### src/rtl/fesr_pkg.sv
// package for the flash ecc status register block: register map,
// status field layout, reset values, encodings and carrier structs.
// assumes a 32-bit word bus where printed offsets are byte addresses.
package fesr_pkg;

  localparam int DW = 32;

  localparam logic [31:0] ADDR_FLASH_STATUS = 32'h4004_8000;
  localparam logic [31:0] ADDR_IRQ_EN_CTRL = 32'h4004_8004;
  localparam logic [31:0] ADDR_CMD_CODE = 32'h4004_8008;
  localparam logic [31:0] ADDR_KEY_ADDR = 32'h4004_800c;
  localparam logic [31:0] ADDR_KEY_DATA_LO = 32'h4004_8010;
  localparam logic [31:0] ADDR_KEY_DATA_HI = 32'h4004_8014;
  localparam logic [31:0] ADDR_PAGE_LO = 32'h4004_8018;
  localparam logic [31:0] ADDR_PAGE_HI = 32'h4004_801c;
  localparam logic [31:0] ADDR_UNLOCK_KEY = 32'h4004_8020;
  localparam logic [31:0] ADDR_B0_PROT = 32'h4004_8028;
  localparam logic [31:0] ADDR_B1_PROT = 32'h4004_802c;
  localparam logic [31:0] ADDR_SIG_RESULT = 32'h4004_8034;
  localparam logic [31:0] ADDR_USER_SETUP = 32'h4004_8038;
  localparam logic [31:0] ADDR_ABORT_ADDR = 32'h4004_8040;
  localparam logic [31:0] ADDR_ABORT_LO = 32'h4004_8048;
  localparam logic [31:0] ADDR_ABORT_MID = 32'h4004_804c;
  localparam logic [31:0] ADDR_ABORT_HI = 32'h4004_8050;
  localparam logic [31:0] ADDR_ECC_CONFIG = 32'h4004_8064;
  localparam logic [31:0] ADDR_B0_CODE_EA = 32'h4004_8074;
  localparam logic [31:0] ADDR_B1_CODE_EA = 32'h4004_8078;
  localparam logic [31:0] ADDR_B0_DMA_EA = 32'h4004_8094;
  localparam logic [31:0] ADDR_B1_DMA_EA = 32'h4004_8098;
  localparam logic [31:0] ADDR_IRQ_STATUS = 32'h4004_8100;
  localparam logic [31:0] ADDR_IRQ_MASK = 32'h4004_8104;

  // flash_status field positions and widths
  localparam int STA_D1_CNT_LSB = 29;
  localparam int STA_DMA_RESP_LSB = 27;
  localparam int STA_CODE_RESP_LSB = 25;
  localparam int STA_C1_CNT_LSB = 22;
  localparam int STA_D0_CNT_LSB = 20;
  localparam int STA_C0_CNT_LSB = 17;
  localparam int DMA_CNT_W = 2;
  localparam int CODE_CNT_W = 3;
  localparam int RESP_W = 2;
  localparam int IRQ_EN_W = 3;
  localparam int CMD_W = 5;

  localparam logic [RESP_W-1:0] RESP_NONE = 2'h0;
  localparam logic [RESP_W-1:0] RESP_DOUBLE = 2'h1;
  localparam logic [RESP_W-1:0] RESP_SINGLE = 2'h2;

  localparam logic [31:0] RST_ZERO = 32'h0000_0000;
  localparam logic [31:0] RST_PROT = 32'h0fff_ffff;
  localparam logic [31:0] RST_USER_SETUP = 32'h0000_0011;
  localparam logic [31:0] RST_ECC_CONFIG = 32'h0000_0012;

  // interrupt status / mask bit layout
  localparam int IRQ_W = 4;
  localparam int IRQ_CODE_SB = 0;
  localparam int IRQ_CODE_DB = 1;
  localparam int IRQ_DMA_SB = 2;
  localparam int IRQ_DMA_DB = 3;

  typedef struct packed {
    logic single;
    logic dbl;
    logic [31:0] addr;
  } fesr_ecc_evt_t;

  typedef struct packed {
    logic [IRQ_EN_W-1:0] irq_en;
    logic [CMD_W-1:0] cmd;
    logic [31:0] key_addr;
    logic [31:0] key_data_lo;
    logic [31:0] key_data_hi;
    logic [31:0] page_lo;
    logic [31:0] page_hi;
    logic [31:0] unlock_key;
    logic [31:0] prot0;
    logic [31:0] prot1;
    logic [31:0] user_setup;
    logic [31:0] abort_lo;
    logic [31:0] abort_mid;
    logic [31:0] abort_hi;
    logic [31:0] ecc_config;
  } fesr_ctrl_t;

endpackage : fesr_pkg

### src/rtl/fesr_sat_cnt.sv
// saturating event counter with clear; an event in the clear cycle
// counts into the fresh window. assumes inc and clr are synchronous.
`timescale 1ns/1ps
`default_nettype none
module fesr_sat_cnt #(
  parameter int W = 3
) (
  input wire logic clk_sys_i,
  input wire logic rst_i,
  input wire logic en_i,
  input wire logic inc_i,
  input wire logic clr_i,
  output var logic [W-1:0] cnt_o
);
  localparam logic [W-1:0] CNT_MAX = '1;
  localparam logic [W-1:0] CNT_ONE = {{(W-1){1'b0}}, 1'b1};

  always_ff @(posedge clk_sys_i) begin
    if (rst_i) begin
      cnt_o <= '0;
    end else if (en_i) begin
      if (clr_i) begin
        cnt_o <= inc_i ? CNT_ONE : '0;
      end else if (inc_i && cnt_o != CNT_MAX) begin
        cnt_o <= cnt_o + CNT_ONE;
      end
    end
  end
endmodule : fesr_sat_cnt
`default_nettype wire

### src/rtl/fesr_resp_field.sv
// two-bit ecc response field, cleared on status read.
// a new event beats the clear; a double error beats a single one.
`timescale 1ns/1ps
`default_nettype none
module fesr_resp_field
  import fesr_pkg::*;
(
  input wire logic clk_sys_i,
  input wire logic rst_i,
  input wire logic en_i,
  input wire logic single_i,
  input wire logic dbl_i,
  input wire logic clr_i,
  output var logic [RESP_W-1:0] resp_o
);
  always_ff @(posedge clk_sys_i) begin
    if (rst_i) begin
      resp_o <= RESP_NONE;
    end else if (en_i) begin
      if (dbl_i) begin
        resp_o <= RESP_DOUBLE;
      end else if (single_i) begin
        resp_o <= RESP_SINGLE;
      end else if (clr_i) begin
        resp_o <= RESP_NONE;
      end
    end
  end
endmodule : fesr_resp_field
`default_nettype wire

### src/rtl/fesr_top.sv
// flash controller register set with the ecc result fields of the
// status register, error address capture and an ecc interrupt.
// assumes ecc events and abort captures come from logic on clk_sys_i.
`timescale 1ns/1ps
`default_nettype none

// How it works
// - bank 1 dma-bus extra single-bit errors after the first are counted in status bits 30:29, saturating at 3, doubles ignored.
// - bank 0 dma-bus extra single-bit errors after the first are counted in status bits 21:20, saturating at 3, doubles ignored.
// - the dma-bus response in bits 28:27 reads 01 for a double, 10 for a single, 00 when clean, and clears when read.
// - the code-bus response in bits 26:25 reads 01 for a double, 10 for a single, 00 when clean, and clears when read.
// - bits 24:22 count every single-bit error of code-bus reads of bank 1, not doubles.
// - bits 19:17 count every single-bit error of code-bus reads of bank 0, not doubles.
// - the code-bus counters stop at all ones until cleared.
// - reading the status register zeroes the code-bus counters.
// - the first single-bit error raises the interrupt while counters keep counting until status is read.
// - the user setup register resets to 0x00000011.
// - the ecc configuration register resets to 0x00000012.
// - both write protection registers reset to 0x0FFFFFFF.
// - four read-only registers capture the ecc error address per bank and per bus.
// - three 32-bit registers form the interrupt abort enable mask.
// - two 32-bit registers hold the low and high keyhole write data.
// - a read-only register holds the address of an aborted write.
module fesr_top
  import fesr_pkg::*;
(
  input wire logic clk_sys_i,
  input wire logic rst_i,
  input wire logic en_i,
  input wire logic [31:0] addr_i,
  input wire logic [DW-1:0] wdata_i,
  input wire logic wr_i,
  input wire logic rd_i,
  input wire fesr_ecc_evt_t code0_evt_i,
  input wire fesr_ecc_evt_t code1_evt_i,
  input wire fesr_ecc_evt_t dma0_evt_i,
  input wire fesr_ecc_evt_t dma1_evt_i,
  input wire logic [31:0] sig_i,
  input wire logic abort_evt_i,
  input wire logic [31:0] abort_addr_i,
  output var logic [DW-1:0] rdata_o,
  output var fesr_ctrl_t ctrl_o,
  output var logic irq_o
);

  logic sta_rd;
  logic wr_ok;
  logic code_sb;
  logic code_db;
  logic dma_sb;
  logic dma_db;
  logic [CODE_CNT_W-1:0] cnt_c0;
  logic [CODE_CNT_W-1:0] cnt_c1;
  logic [DMA_CNT_W-1:0] cnt_d0;
  logic [DMA_CNT_W-1:0] cnt_d1;
  logic [RESP_W-1:0] resp_code;
  logic [RESP_W-1:0] resp_dma;
  logic pend_d0_q;
  logic pend_d1_q;
  logic [31:0] ea_c0_q;
  logic [31:0] ea_c1_q;
  logic [31:0] ea_d0_q;
  logic [31:0] ea_d1_q;
  logic [31:0] abort_addr_q;
  logic [IRQ_W-1:0] irq_st_q;
  logic [IRQ_W-1:0] irq_mask_q;
  logic [IRQ_W-1:0] irq_evt;
  logic [DW-1:0] status_word;
  logic [DW-1:0] rd_mux;

  assign sta_rd = en_i && rd_i && addr_i == ADDR_FLASH_STATUS;
  assign wr_ok = en_i && wr_i;
  assign code_sb = code0_evt_i.single || code1_evt_i.single;
  assign code_db = code0_evt_i.dbl || code1_evt_i.dbl;
  assign dma_sb = dma0_evt_i.single || dma1_evt_i.single;
  assign dma_db = dma0_evt_i.dbl || dma1_evt_i.dbl;

  // code-bus counters count every single error, clear on status read
  fesr_sat_cnt #(
    .W(CODE_CNT_W)
  ) u_cnt_c0 (
    .clk_sys_i(clk_sys_i),
    .rst_i(rst_i),
    .en_i(en_i),
    .inc_i(code0_evt_i.single),
    .clr_i(sta_rd),
    .cnt_o(cnt_c0)
  );
  fesr_sat_cnt #(
    .W(CODE_CNT_W)
  ) u_cnt_c1 (
    .clk_sys_i(clk_sys_i),
    .rst_i(rst_i),
    .en_i(en_i),
    .inc_i(code1_evt_i.single),
    .clr_i(sta_rd),
    .cnt_o(cnt_c1)
  );

  // dma counters see only singles after the first of the window;
  // a single in the read cycle opens the next window instead
  fesr_sat_cnt #(
    .W(DMA_CNT_W)
  ) u_cnt_d0 (
    .clk_sys_i(clk_sys_i),
    .rst_i(rst_i),
    .en_i(en_i),
    .inc_i(dma0_evt_i.single && pend_d0_q && !sta_rd),
    .clr_i(sta_rd),
    .cnt_o(cnt_d0)
  );
  fesr_sat_cnt #(
    .W(DMA_CNT_W)
  ) u_cnt_d1 (
    .clk_sys_i(clk_sys_i),
    .rst_i(rst_i),
    .en_i(en_i),
    .inc_i(dma1_evt_i.single && pend_d1_q && !sta_rd),
    .clr_i(sta_rd),
    .cnt_o(cnt_d1)
  );

  always_ff @(posedge clk_sys_i) begin
    if (rst_i) begin
      pend_d0_q <= 1'b0;
      pend_d1_q <= 1'b0;
    end else if (en_i) begin
      pend_d0_q <= dma0_evt_i.single || (pend_d0_q && !sta_rd);
      pend_d1_q <= dma1_evt_i.single || (pend_d1_q && !sta_rd);
    end
  end

  fesr_resp_field u_resp_code (
    .clk_sys_i(clk_sys_i),
    .rst_i(rst_i),
    .en_i(en_i),
    .single_i(code_sb),
    .dbl_i(code_db),
    .clr_i(sta_rd),
    .resp_o(resp_code)
  );
  fesr_resp_field u_resp_dma (
    .clk_sys_i(clk_sys_i),
    .rst_i(rst_i),
    .en_i(en_i),
    .single_i(dma_sb),
    .dbl_i(dma_db),
    .clr_i(sta_rd),
    .resp_o(resp_dma)
  );

  // error addresses follow the latest error of either kind
  always_ff @(posedge clk_sys_i) begin
    if (rst_i) begin
      ea_c0_q <= RST_ZERO;
      ea_c1_q <= RST_ZERO;
      ea_d0_q <= RST_ZERO;
      ea_d1_q <= RST_ZERO;
    end else if (en_i) begin
      if (code0_evt_i.single || code0_evt_i.dbl) begin
        ea_c0_q <= code0_evt_i.addr;
      end
      if (code1_evt_i.single || code1_evt_i.dbl) begin
        ea_c1_q <= code1_evt_i.addr;
      end
      if (dma0_evt_i.single || dma0_evt_i.dbl) begin
        ea_d0_q <= dma0_evt_i.addr;
      end
      if (dma1_evt_i.single || dma1_evt_i.dbl) begin
        ea_d1_q <= dma1_evt_i.addr;
      end
    end
  end

  // content is undefined at reset; zero is as good as any
  always_ff @(posedge clk_sys_i) begin
    if (rst_i) begin
      abort_addr_q <= RST_ZERO;
    end else if (en_i && abort_evt_i) begin
      abort_addr_q <= abort_addr_i;
    end
  end

  // software-written configuration
  always_ff @(posedge clk_sys_i) begin
    if (rst_i) begin
      ctrl_o <= '0;
      ctrl_o.prot0 <= RST_PROT;
      ctrl_o.prot1 <= RST_PROT;
      ctrl_o.user_setup <= RST_USER_SETUP;
      ctrl_o.ecc_config <= RST_ECC_CONFIG;
    end else if (wr_ok) begin
      unique case (addr_i)
        ADDR_IRQ_EN_CTRL: ctrl_o.irq_en <= wdata_i[IRQ_EN_W-1:0];
        ADDR_CMD_CODE: ctrl_o.cmd <= wdata_i[CMD_W-1:0];
        ADDR_KEY_ADDR: ctrl_o.key_addr <= wdata_i;
        ADDR_KEY_DATA_LO: ctrl_o.key_data_lo <= wdata_i;
        ADDR_KEY_DATA_HI: ctrl_o.key_data_hi <= wdata_i;
        ADDR_PAGE_LO: ctrl_o.page_lo <= wdata_i;
        ADDR_PAGE_HI: ctrl_o.page_hi <= wdata_i;
        ADDR_UNLOCK_KEY: ctrl_o.unlock_key <= wdata_i;
        ADDR_B0_PROT: ctrl_o.prot0 <= wdata_i;
        ADDR_B1_PROT: ctrl_o.prot1 <= wdata_i;
        ADDR_USER_SETUP: ctrl_o.user_setup <= wdata_i;
        ADDR_ABORT_LO: ctrl_o.abort_lo <= wdata_i;
        ADDR_ABORT_MID: ctrl_o.abort_mid <= wdata_i;
        ADDR_ABORT_HI: ctrl_o.abort_hi <= wdata_i;
        ADDR_ECC_CONFIG: ctrl_o.ecc_config <= wdata_i;
        default: ;
      endcase
    end
  end

  // interrupt: sticky per event kind, write one to clear, set wins
  always_comb begin
    irq_evt = '0;
    irq_evt[IRQ_CODE_SB] = code_sb;
    irq_evt[IRQ_CODE_DB] = code_db;
    irq_evt[IRQ_DMA_SB] = dma_sb;
    irq_evt[IRQ_DMA_DB] = dma_db;
  end

  always_ff @(posedge clk_sys_i) begin
    if (rst_i) begin
      irq_st_q <= '0;
    end else if (en_i) begin
      if (wr_i && addr_i == ADDR_IRQ_STATUS) begin
        irq_st_q <= (irq_st_q & ~wdata_i[IRQ_W-1:0]) | irq_evt;
      end else begin
        irq_st_q <= irq_st_q | irq_evt;
      end
    end
  end

  always_ff @(posedge clk_sys_i) begin
    if (rst_i) begin
      irq_mask_q <= '0;
    end else if (wr_ok && addr_i == ADDR_IRQ_MASK) begin
      irq_mask_q <= wdata_i[IRQ_W-1:0];
    end
  end
  // one cycle behind the status bits, keeps the output a flop
  always_ff @(posedge clk_sys_i) begin
    if (rst_i) begin
      irq_o <= 1'b0;
    end else if (en_i) begin
      irq_o <= |(irq_st_q & irq_mask_q);
    end
  end

  // status word: lower fields belong to the command engine, read zero
  always_comb begin
    status_word = '0;
    status_word[STA_D1_CNT_LSB +: DMA_CNT_W] = cnt_d1;
    status_word[STA_DMA_RESP_LSB +: RESP_W] = resp_dma;
    status_word[STA_CODE_RESP_LSB +: RESP_W] = resp_code;
    status_word[STA_C1_CNT_LSB +: CODE_CNT_W] = cnt_c1;
    status_word[STA_D0_CNT_LSB +: DMA_CNT_W] = cnt_d0;
    status_word[STA_C0_CNT_LSB +: CODE_CNT_W] = cnt_c0;
  end
  always_comb begin
    unique case (addr_i)
      ADDR_FLASH_STATUS: rd_mux = status_word;
      ADDR_IRQ_EN_CTRL: rd_mux = DW'(ctrl_o.irq_en);
      ADDR_CMD_CODE: rd_mux = DW'(ctrl_o.cmd);
      ADDR_KEY_ADDR: rd_mux = ctrl_o.key_addr;
      ADDR_KEY_DATA_LO: rd_mux = ctrl_o.key_data_lo;
      ADDR_KEY_DATA_HI: rd_mux = ctrl_o.key_data_hi;
      ADDR_PAGE_LO: rd_mux = ctrl_o.page_lo;
      ADDR_PAGE_HI: rd_mux = ctrl_o.page_hi;
      ADDR_B0_PROT: rd_mux = ctrl_o.prot0;
      ADDR_B1_PROT: rd_mux = ctrl_o.prot1;
      ADDR_SIG_RESULT: rd_mux = sig_i;
      ADDR_USER_SETUP: rd_mux = ctrl_o.user_setup;
      ADDR_ABORT_ADDR: rd_mux = abort_addr_q;
      ADDR_ABORT_LO: rd_mux = ctrl_o.abort_lo;
      ADDR_ABORT_MID: rd_mux = ctrl_o.abort_mid;
      ADDR_ABORT_HI: rd_mux = ctrl_o.abort_hi;
      ADDR_ECC_CONFIG: rd_mux = ctrl_o.ecc_config;
      ADDR_B0_CODE_EA: rd_mux = ea_c0_q;
      ADDR_B1_CODE_EA: rd_mux = ea_c1_q;
      ADDR_B0_DMA_EA: rd_mux = ea_d0_q;
      ADDR_B1_DMA_EA: rd_mux = ea_d1_q;
      ADDR_IRQ_STATUS: rd_mux = DW'(irq_st_q);
      ADDR_IRQ_MASK: rd_mux = DW'(irq_mask_q);
      default: rd_mux = '0;
    endcase
  end

  // read data stands only in the cycle after the strobe
  always_ff @(posedge clk_sys_i) begin
    if (rst_i) begin
      rdata_o <= '0;
    end else if (en_i) begin
      rdata_o <= rd_i ? rd_mux : '0;
    end
  end

  localparam logic [CODE_CNT_W-1:0] C_MAX = '1;
  localparam logic [DMA_CNT_W-1:0] D_MAX = '1;
  property p_code_sat;
    @(posedge clk_sys_i) disable iff (rst_i)
      en_i && cnt_c1 == C_MAX && !sta_rd |=> cnt_c1 == C_MAX;
  endproperty
  a_code_sat: assert property (p_code_sat)
    else $error("code counter left saturation without a clear");
  property p_code_clr;
    @(posedge clk_sys_i) disable iff (rst_i)
      sta_rd && !code0_evt_i.single |=> cnt_c0 == '0;
  endproperty
  a_code_clr: assert property (p_code_clr)
    else $error("code counter not cleared by status read");
  property p_code_inc;
    @(posedge clk_sys_i) disable iff (rst_i)
      en_i && code0_evt_i.single && !sta_rd && cnt_c0 != C_MAX
      |=> cnt_c0 == $past(cnt_c0) + 1'b1;
  endproperty
  a_code_inc: assert property (p_code_inc)
    else $error("code counter missed a single error");
  property p_code_dbl;
    @(posedge clk_sys_i) disable iff (rst_i)
      en_i && code1_evt_i.dbl && !code1_evt_i.single && !sta_rd
      |=> $stable(cnt_c1);
  endproperty
  a_code_dbl: assert property (p_code_dbl)
    else $error("code counter moved on a double error");
  property p_dma_resp;
    @(posedge clk_sys_i) disable iff (rst_i)
      en_i && dma_db |=> resp_dma == RESP_DOUBLE;
  endproperty
  a_dma_resp: assert property (p_dma_resp)
    else $error("dma response did not show a double error");
  property p_code_resp;
    @(posedge clk_sys_i) disable iff (rst_i)
      en_i && code_sb && !code_db ##1 !code_sb && !code_db
      |-> resp_code == RESP_SINGLE;
  endproperty
  a_code_resp: assert property (p_code_resp)
    else $error("code response did not show a single error");
  property p_dma_extra;
    @(posedge clk_sys_i) disable iff (rst_i)
      en_i && dma1_evt_i.single && pend_d1_q && !sta_rd && cnt_d1 != D_MAX
      |=> cnt_d1 == $past(cnt_d1) + 1'b1;
  endproperty
  a_dma_extra: assert property (p_dma_extra)
    else $error("dma extra counter missed an error");
  property p_dma_first;
    @(posedge clk_sys_i) disable iff (rst_i)
      en_i && dma0_evt_i.single && !pend_d0_q |=> $stable(cnt_d0);
  endproperty
  a_dma_first: assert property (p_dma_first)
    else $error("dma extra counter counted the first error");
  property p_sta_read;
    @(posedge clk_sys_i) disable iff (rst_i)
      sta_rd |=> rdata_o == $past(status_word);
  endproperty
  a_sta_read: assert property (p_sta_read)
    else $error("status read did not return pre-clear values");
  // a write in the event cycle may legally clear the mask; the bit stays set since set wins
  property p_irq_first;
    @(posedge clk_sys_i) disable iff (rst_i)
      en_i && !wr_i && code_sb && irq_mask_q[IRQ_CODE_SB] ##1 en_i
      |-> ##1 irq_o;
  endproperty
  a_irq_first: assert property (p_irq_first)
    else $error("first single error raised no interrupt");
endmodule : fesr_top
`default_nettype wire

### config.mk
export PLATFORM = sky130hd
export DESIGN_NAME = fesr_top
export DESIGN_NICKNAME = d
export VERILOG_FILES = /design/src/rtl/fesr_pkg.sv /design/src/rtl/fesr_sat_cnt.sv /design/src/rtl/fesr_resp_field.sv /design/src/rtl/fesr_top.sv
export SDC_FILE = /design/constraint.sdc
export NUM_CORES = 2
export LEC_CHECK = 0
export ABC_AREA = 1
export BUFFER_PORTS_ARGS = -buffer_cell sky130_fd_sc_hd__buf_2
export CORE_AREA = 2 2 286 288
export DETAILED_ROUTE_END_ITERATION = 8
export DIE_AREA = 0 0 288 290
export REMOVE_ABC_BUFFERS = 1
export SLEW_MARGIN = 20
export SYNTH_ARGS = -nofsm -noshare
export SYNTH_HDL_FRONTEND = slang
export SYNTH_SLANG_ARGS = --single-unit
### constraint.sdc
create_clock -name clk_sys_i -period 2 [get_ports clk_sys_i]
set_input_delay 0.4 -clock clk_sys_i [delete_from_list [all_inputs] [get_ports clk_sys_i]]
set_output_delay 0.4 -clock clk_sys_i [all_outputs]
set_load 0.05 [all_outputs]
==> results by group <==
Placement
  – I/O Buffers: 726
  – Area of placed instances: 35,900 sq um
  – GP Congestion: 0.958
  – HPWL Detailed: 110,000 um

GRT
  – Antenna violations before repair: 19
  – Total gr overflow: 0
  – Number of global-route vias before repair: ~29,000
  – GR Util met1: 0.451
  – Met3 GRT Util: 0.0689
  – Largest net degree at the start of global routing: 152
  – First-pass GRT wire length: 208,000 um
  – Gr usage total: 0.343
  – GR met2 Demand/Resource: 0.519
  – Busiest grt layer: met2

Cells and area
  – Post-route cell area: 38,500 sq um
  – Layout Nets: about 5,000
  – Area grow syn2layout: 35.1%
  – Most common cell after layout, fill and taps aside: nor2_1
  – Layout cell share with drive strength beyond 1: 0.257
  – Commonest non-fill, non-tap cells in the layout: 933 x nor2_1, 737 x nand2_1, 725 x buf_2, 641 x dfxtp_1, 358 x nand3_1

Logic synthesis
  – Seq/Total Area, Yosys: 0.451
  – Mux share of post-synthesis cell area: 0.000703
  – Unique masters post-synth: 38
  – Adder-cell share of the synthesized area: 0.00264
  – Ys flop type: dfxtp_1
  – Post-synth EDFFs: 0
  – #FFs+latches synth: 641
  – Syn avg cell area: 7.10 sq um
  – Netlist Area Pre-Place: 28,500 sq um
  – XOR/XNOR Fraction of Synth Area: 0.00123
  – Syn Inst Count: 4,007
  – Main combinational cell family by area after synthesis: simple AND/OR/NAND/NOR gates
  – Syn. warnings: 0
  – Compound-Gate Fraction of Synth Area: 0.161
  – FFs w/ async S/R, synth: 0
  – Synth Area in Simple Gates: 0.314

Power and ir drop
  – Static Leakage: 17.8 nW
  – Peak VDD IR: 530 uV
  – Power Density: roughly 740 nW/um^2
  – Pwr Total: around 28 mW

Routing
  – Routed WL: approximately 150,000 um
  – Routed via count: 31,900
  – Via-to-Cell Ratio: between 5 and 6
  – Drt first pass iters: 8
  – DRT iter0 DRCs: 3,121
  – Routed len/inst: about 25 um
  – ANT nets after route: 0
  – DRC: 0

Die
  – Core area: 80,200 sq um
  – # IOs: 727
  – DIE WIDTH: 288 um
  – Initial Utilization: 0.355
  – Row Count: 104
  – Overall die area: 83,500 sq um
  – DIE HEIGHT: 290 um

Setup path
  – Startpoint types: primary input
  – Setup Crit Path Kind: primary input to flop
  – Crit path DAT: 2420 ps
  – Worst endpoint required time: 2540 ps
  – Critical Path Fanout Max: 4
  – Worst setup EP type: flop

Clock network
  – Clock Path Buffers: 3
  – TritonCTS Buffers: 72
  – Root Driver: clkbuf_16
  – Clock sinks: about 640
  – Later-pin clock latency in the skew report: 630 ps
  – H-tree levels: 3
  – TritonCTS clock tree: built
  – Reg clk slew, reported paths: 60 ps

STA
  – Max_slew headroom: 0.315
  – Slew of the pin with the lowest slew margin: 1020 ps
  – Hold Violations, Final: 0
  – Final setup viols: 0
  – Final Skew: 25.0 ps
  – RSZ-0062 raised after global routing: no
  – Post-route minimum period: 1880 ps
  – Fin crit share: 0.941
  – FMAX: roughly 0.53 GHz
  – Max-slew violations: 0

Flow run
  – Max_cap viols: 0

Worst hold path
  – Class of the worst hold path: primary input to flop

Run status
  – Status: finished clean
## flip-flops by register name (all words and copies together), names as in the netlist, 3 cells and up
register        count
u_cnt_c0.cnt_o      3
abort_addr_q       32
irq_mask_q          4
ea_d1_q            32
u_cnt_c1.cnt_o      3
rdata_o            32
irq_st_q            4
ea_c0_q            32
ea_d0_q            32
ctrl_o            424
ea_c1_q            32
## synthesized netlist by cell type, types with 20 or more instances
cell type,n,share of area
clkbuf_1,171,0.023
a211oi_1,323,0.085
o211ai_1,47,0.012
nand3_1,358,0.063
inv_1,165,0.022
o21ai_0,247,0.043
nor2_1,950,0.13
nand4_1,26,0.0057
nor2_4,20,0.0079
a21oi_1,97,0.017
dfxtp_1,641,0.45
nor2_2,31,0.0068
nand2_1,742,0.098
buf_2,106,0.019
## area by class of cell
type / count / area, sq um
Clock inverter: 12 / 118
Sequential cell: 641 / 12800
Tap cell: 1060 / 1330
Multi-Input combinational cell: 2890 / 13800
Clock buffer: 113 / 2230
Fill cell: 8295 / 41700
Inverter: 176 / 668
Timing Repair Buffer: 1042 / 7440
Antenna cell: 14 / 35.0
## worst max-delay path, stage by stage
cell	delay, ps
buf_2	120
nor2_2	180
buf_4	160
nand2_1	50
buf_4	150
nor2_1	120
nand2_1	100
inv_2	120
nand2_1	140
nand2_1	120
nor2_1	40
nand2_1	60
nor2_1	60
a21oi_2	240
buf_4	190
nand2_1	50
a21oi_1	110
## stage by stage
stage               utilization  cells  setup TNS (ps)  hold slack (ps)  worst slack [ps]
global route              0.480   5947               0             26.3             0.946
global placement          0.448   5795         -138810              446              -614
detailed placement        0.448   5795         -144330              444              -581
finish                    0.480   5948               0             21.8               119
floorplan                     -   3707        -1468080              427             -5620
CTS                       0.479   5929               0            0.458              50.9
## metal layers
layer,vias to the layer above,routed length [um]
li1,15000,-
met1,14900,61500
met2,1608,65400
met3,386,13000
met4,6,8910
met5,-,39
## path summary, 6_finish.rpt
| check | startpoint | endpoint | slack (ps) | depth (start not counted) |
|---|---|---|---|---|
| worst max-delay path | addr_i[1] | rdata_o[1] | 120 | 17 |
| worst min-delay path | wdata_i[4] | ctrl_o[4] | 20 | 3 |
| worst max register to register | u_cnt_c1.cnt_o[0] | u_cnt_c1.cnt_o[0] | 460 | 7 |
| worst min register to register | abort_addr_q[1] | abort_addr_q[1] | 460 | 2 |
## power breakdown
part	switching, mW	internal [mW]	total [mW]
registers	0.138	13.0	13.2
logic	1.23	0.599	1.83
clock network	5.65	7.67	13.3
total	7.02	21.3	28.3
## logic make-up (layout without fill, tap and decap cells)
family,after synthesis,in the layout
AOI/OAI and AO/OA,727,727
xor gates and xnor gates,4,4
adders and majority gates,6,6
buffers and inverters,476,1343
DFF,641,641
muxes,2,2
other,0,14
and+or+nand+nor,2151,2151
## what timing repair did
item,in CTS,in global routing
hold endpoints to repair,9,0
gates resized for setup,0,3
buffers inserted,0,5
hold buffers,9,0
endpoints found under the setup margin,0,8
No activity file was read; power rests on OpenSTA's default activity.
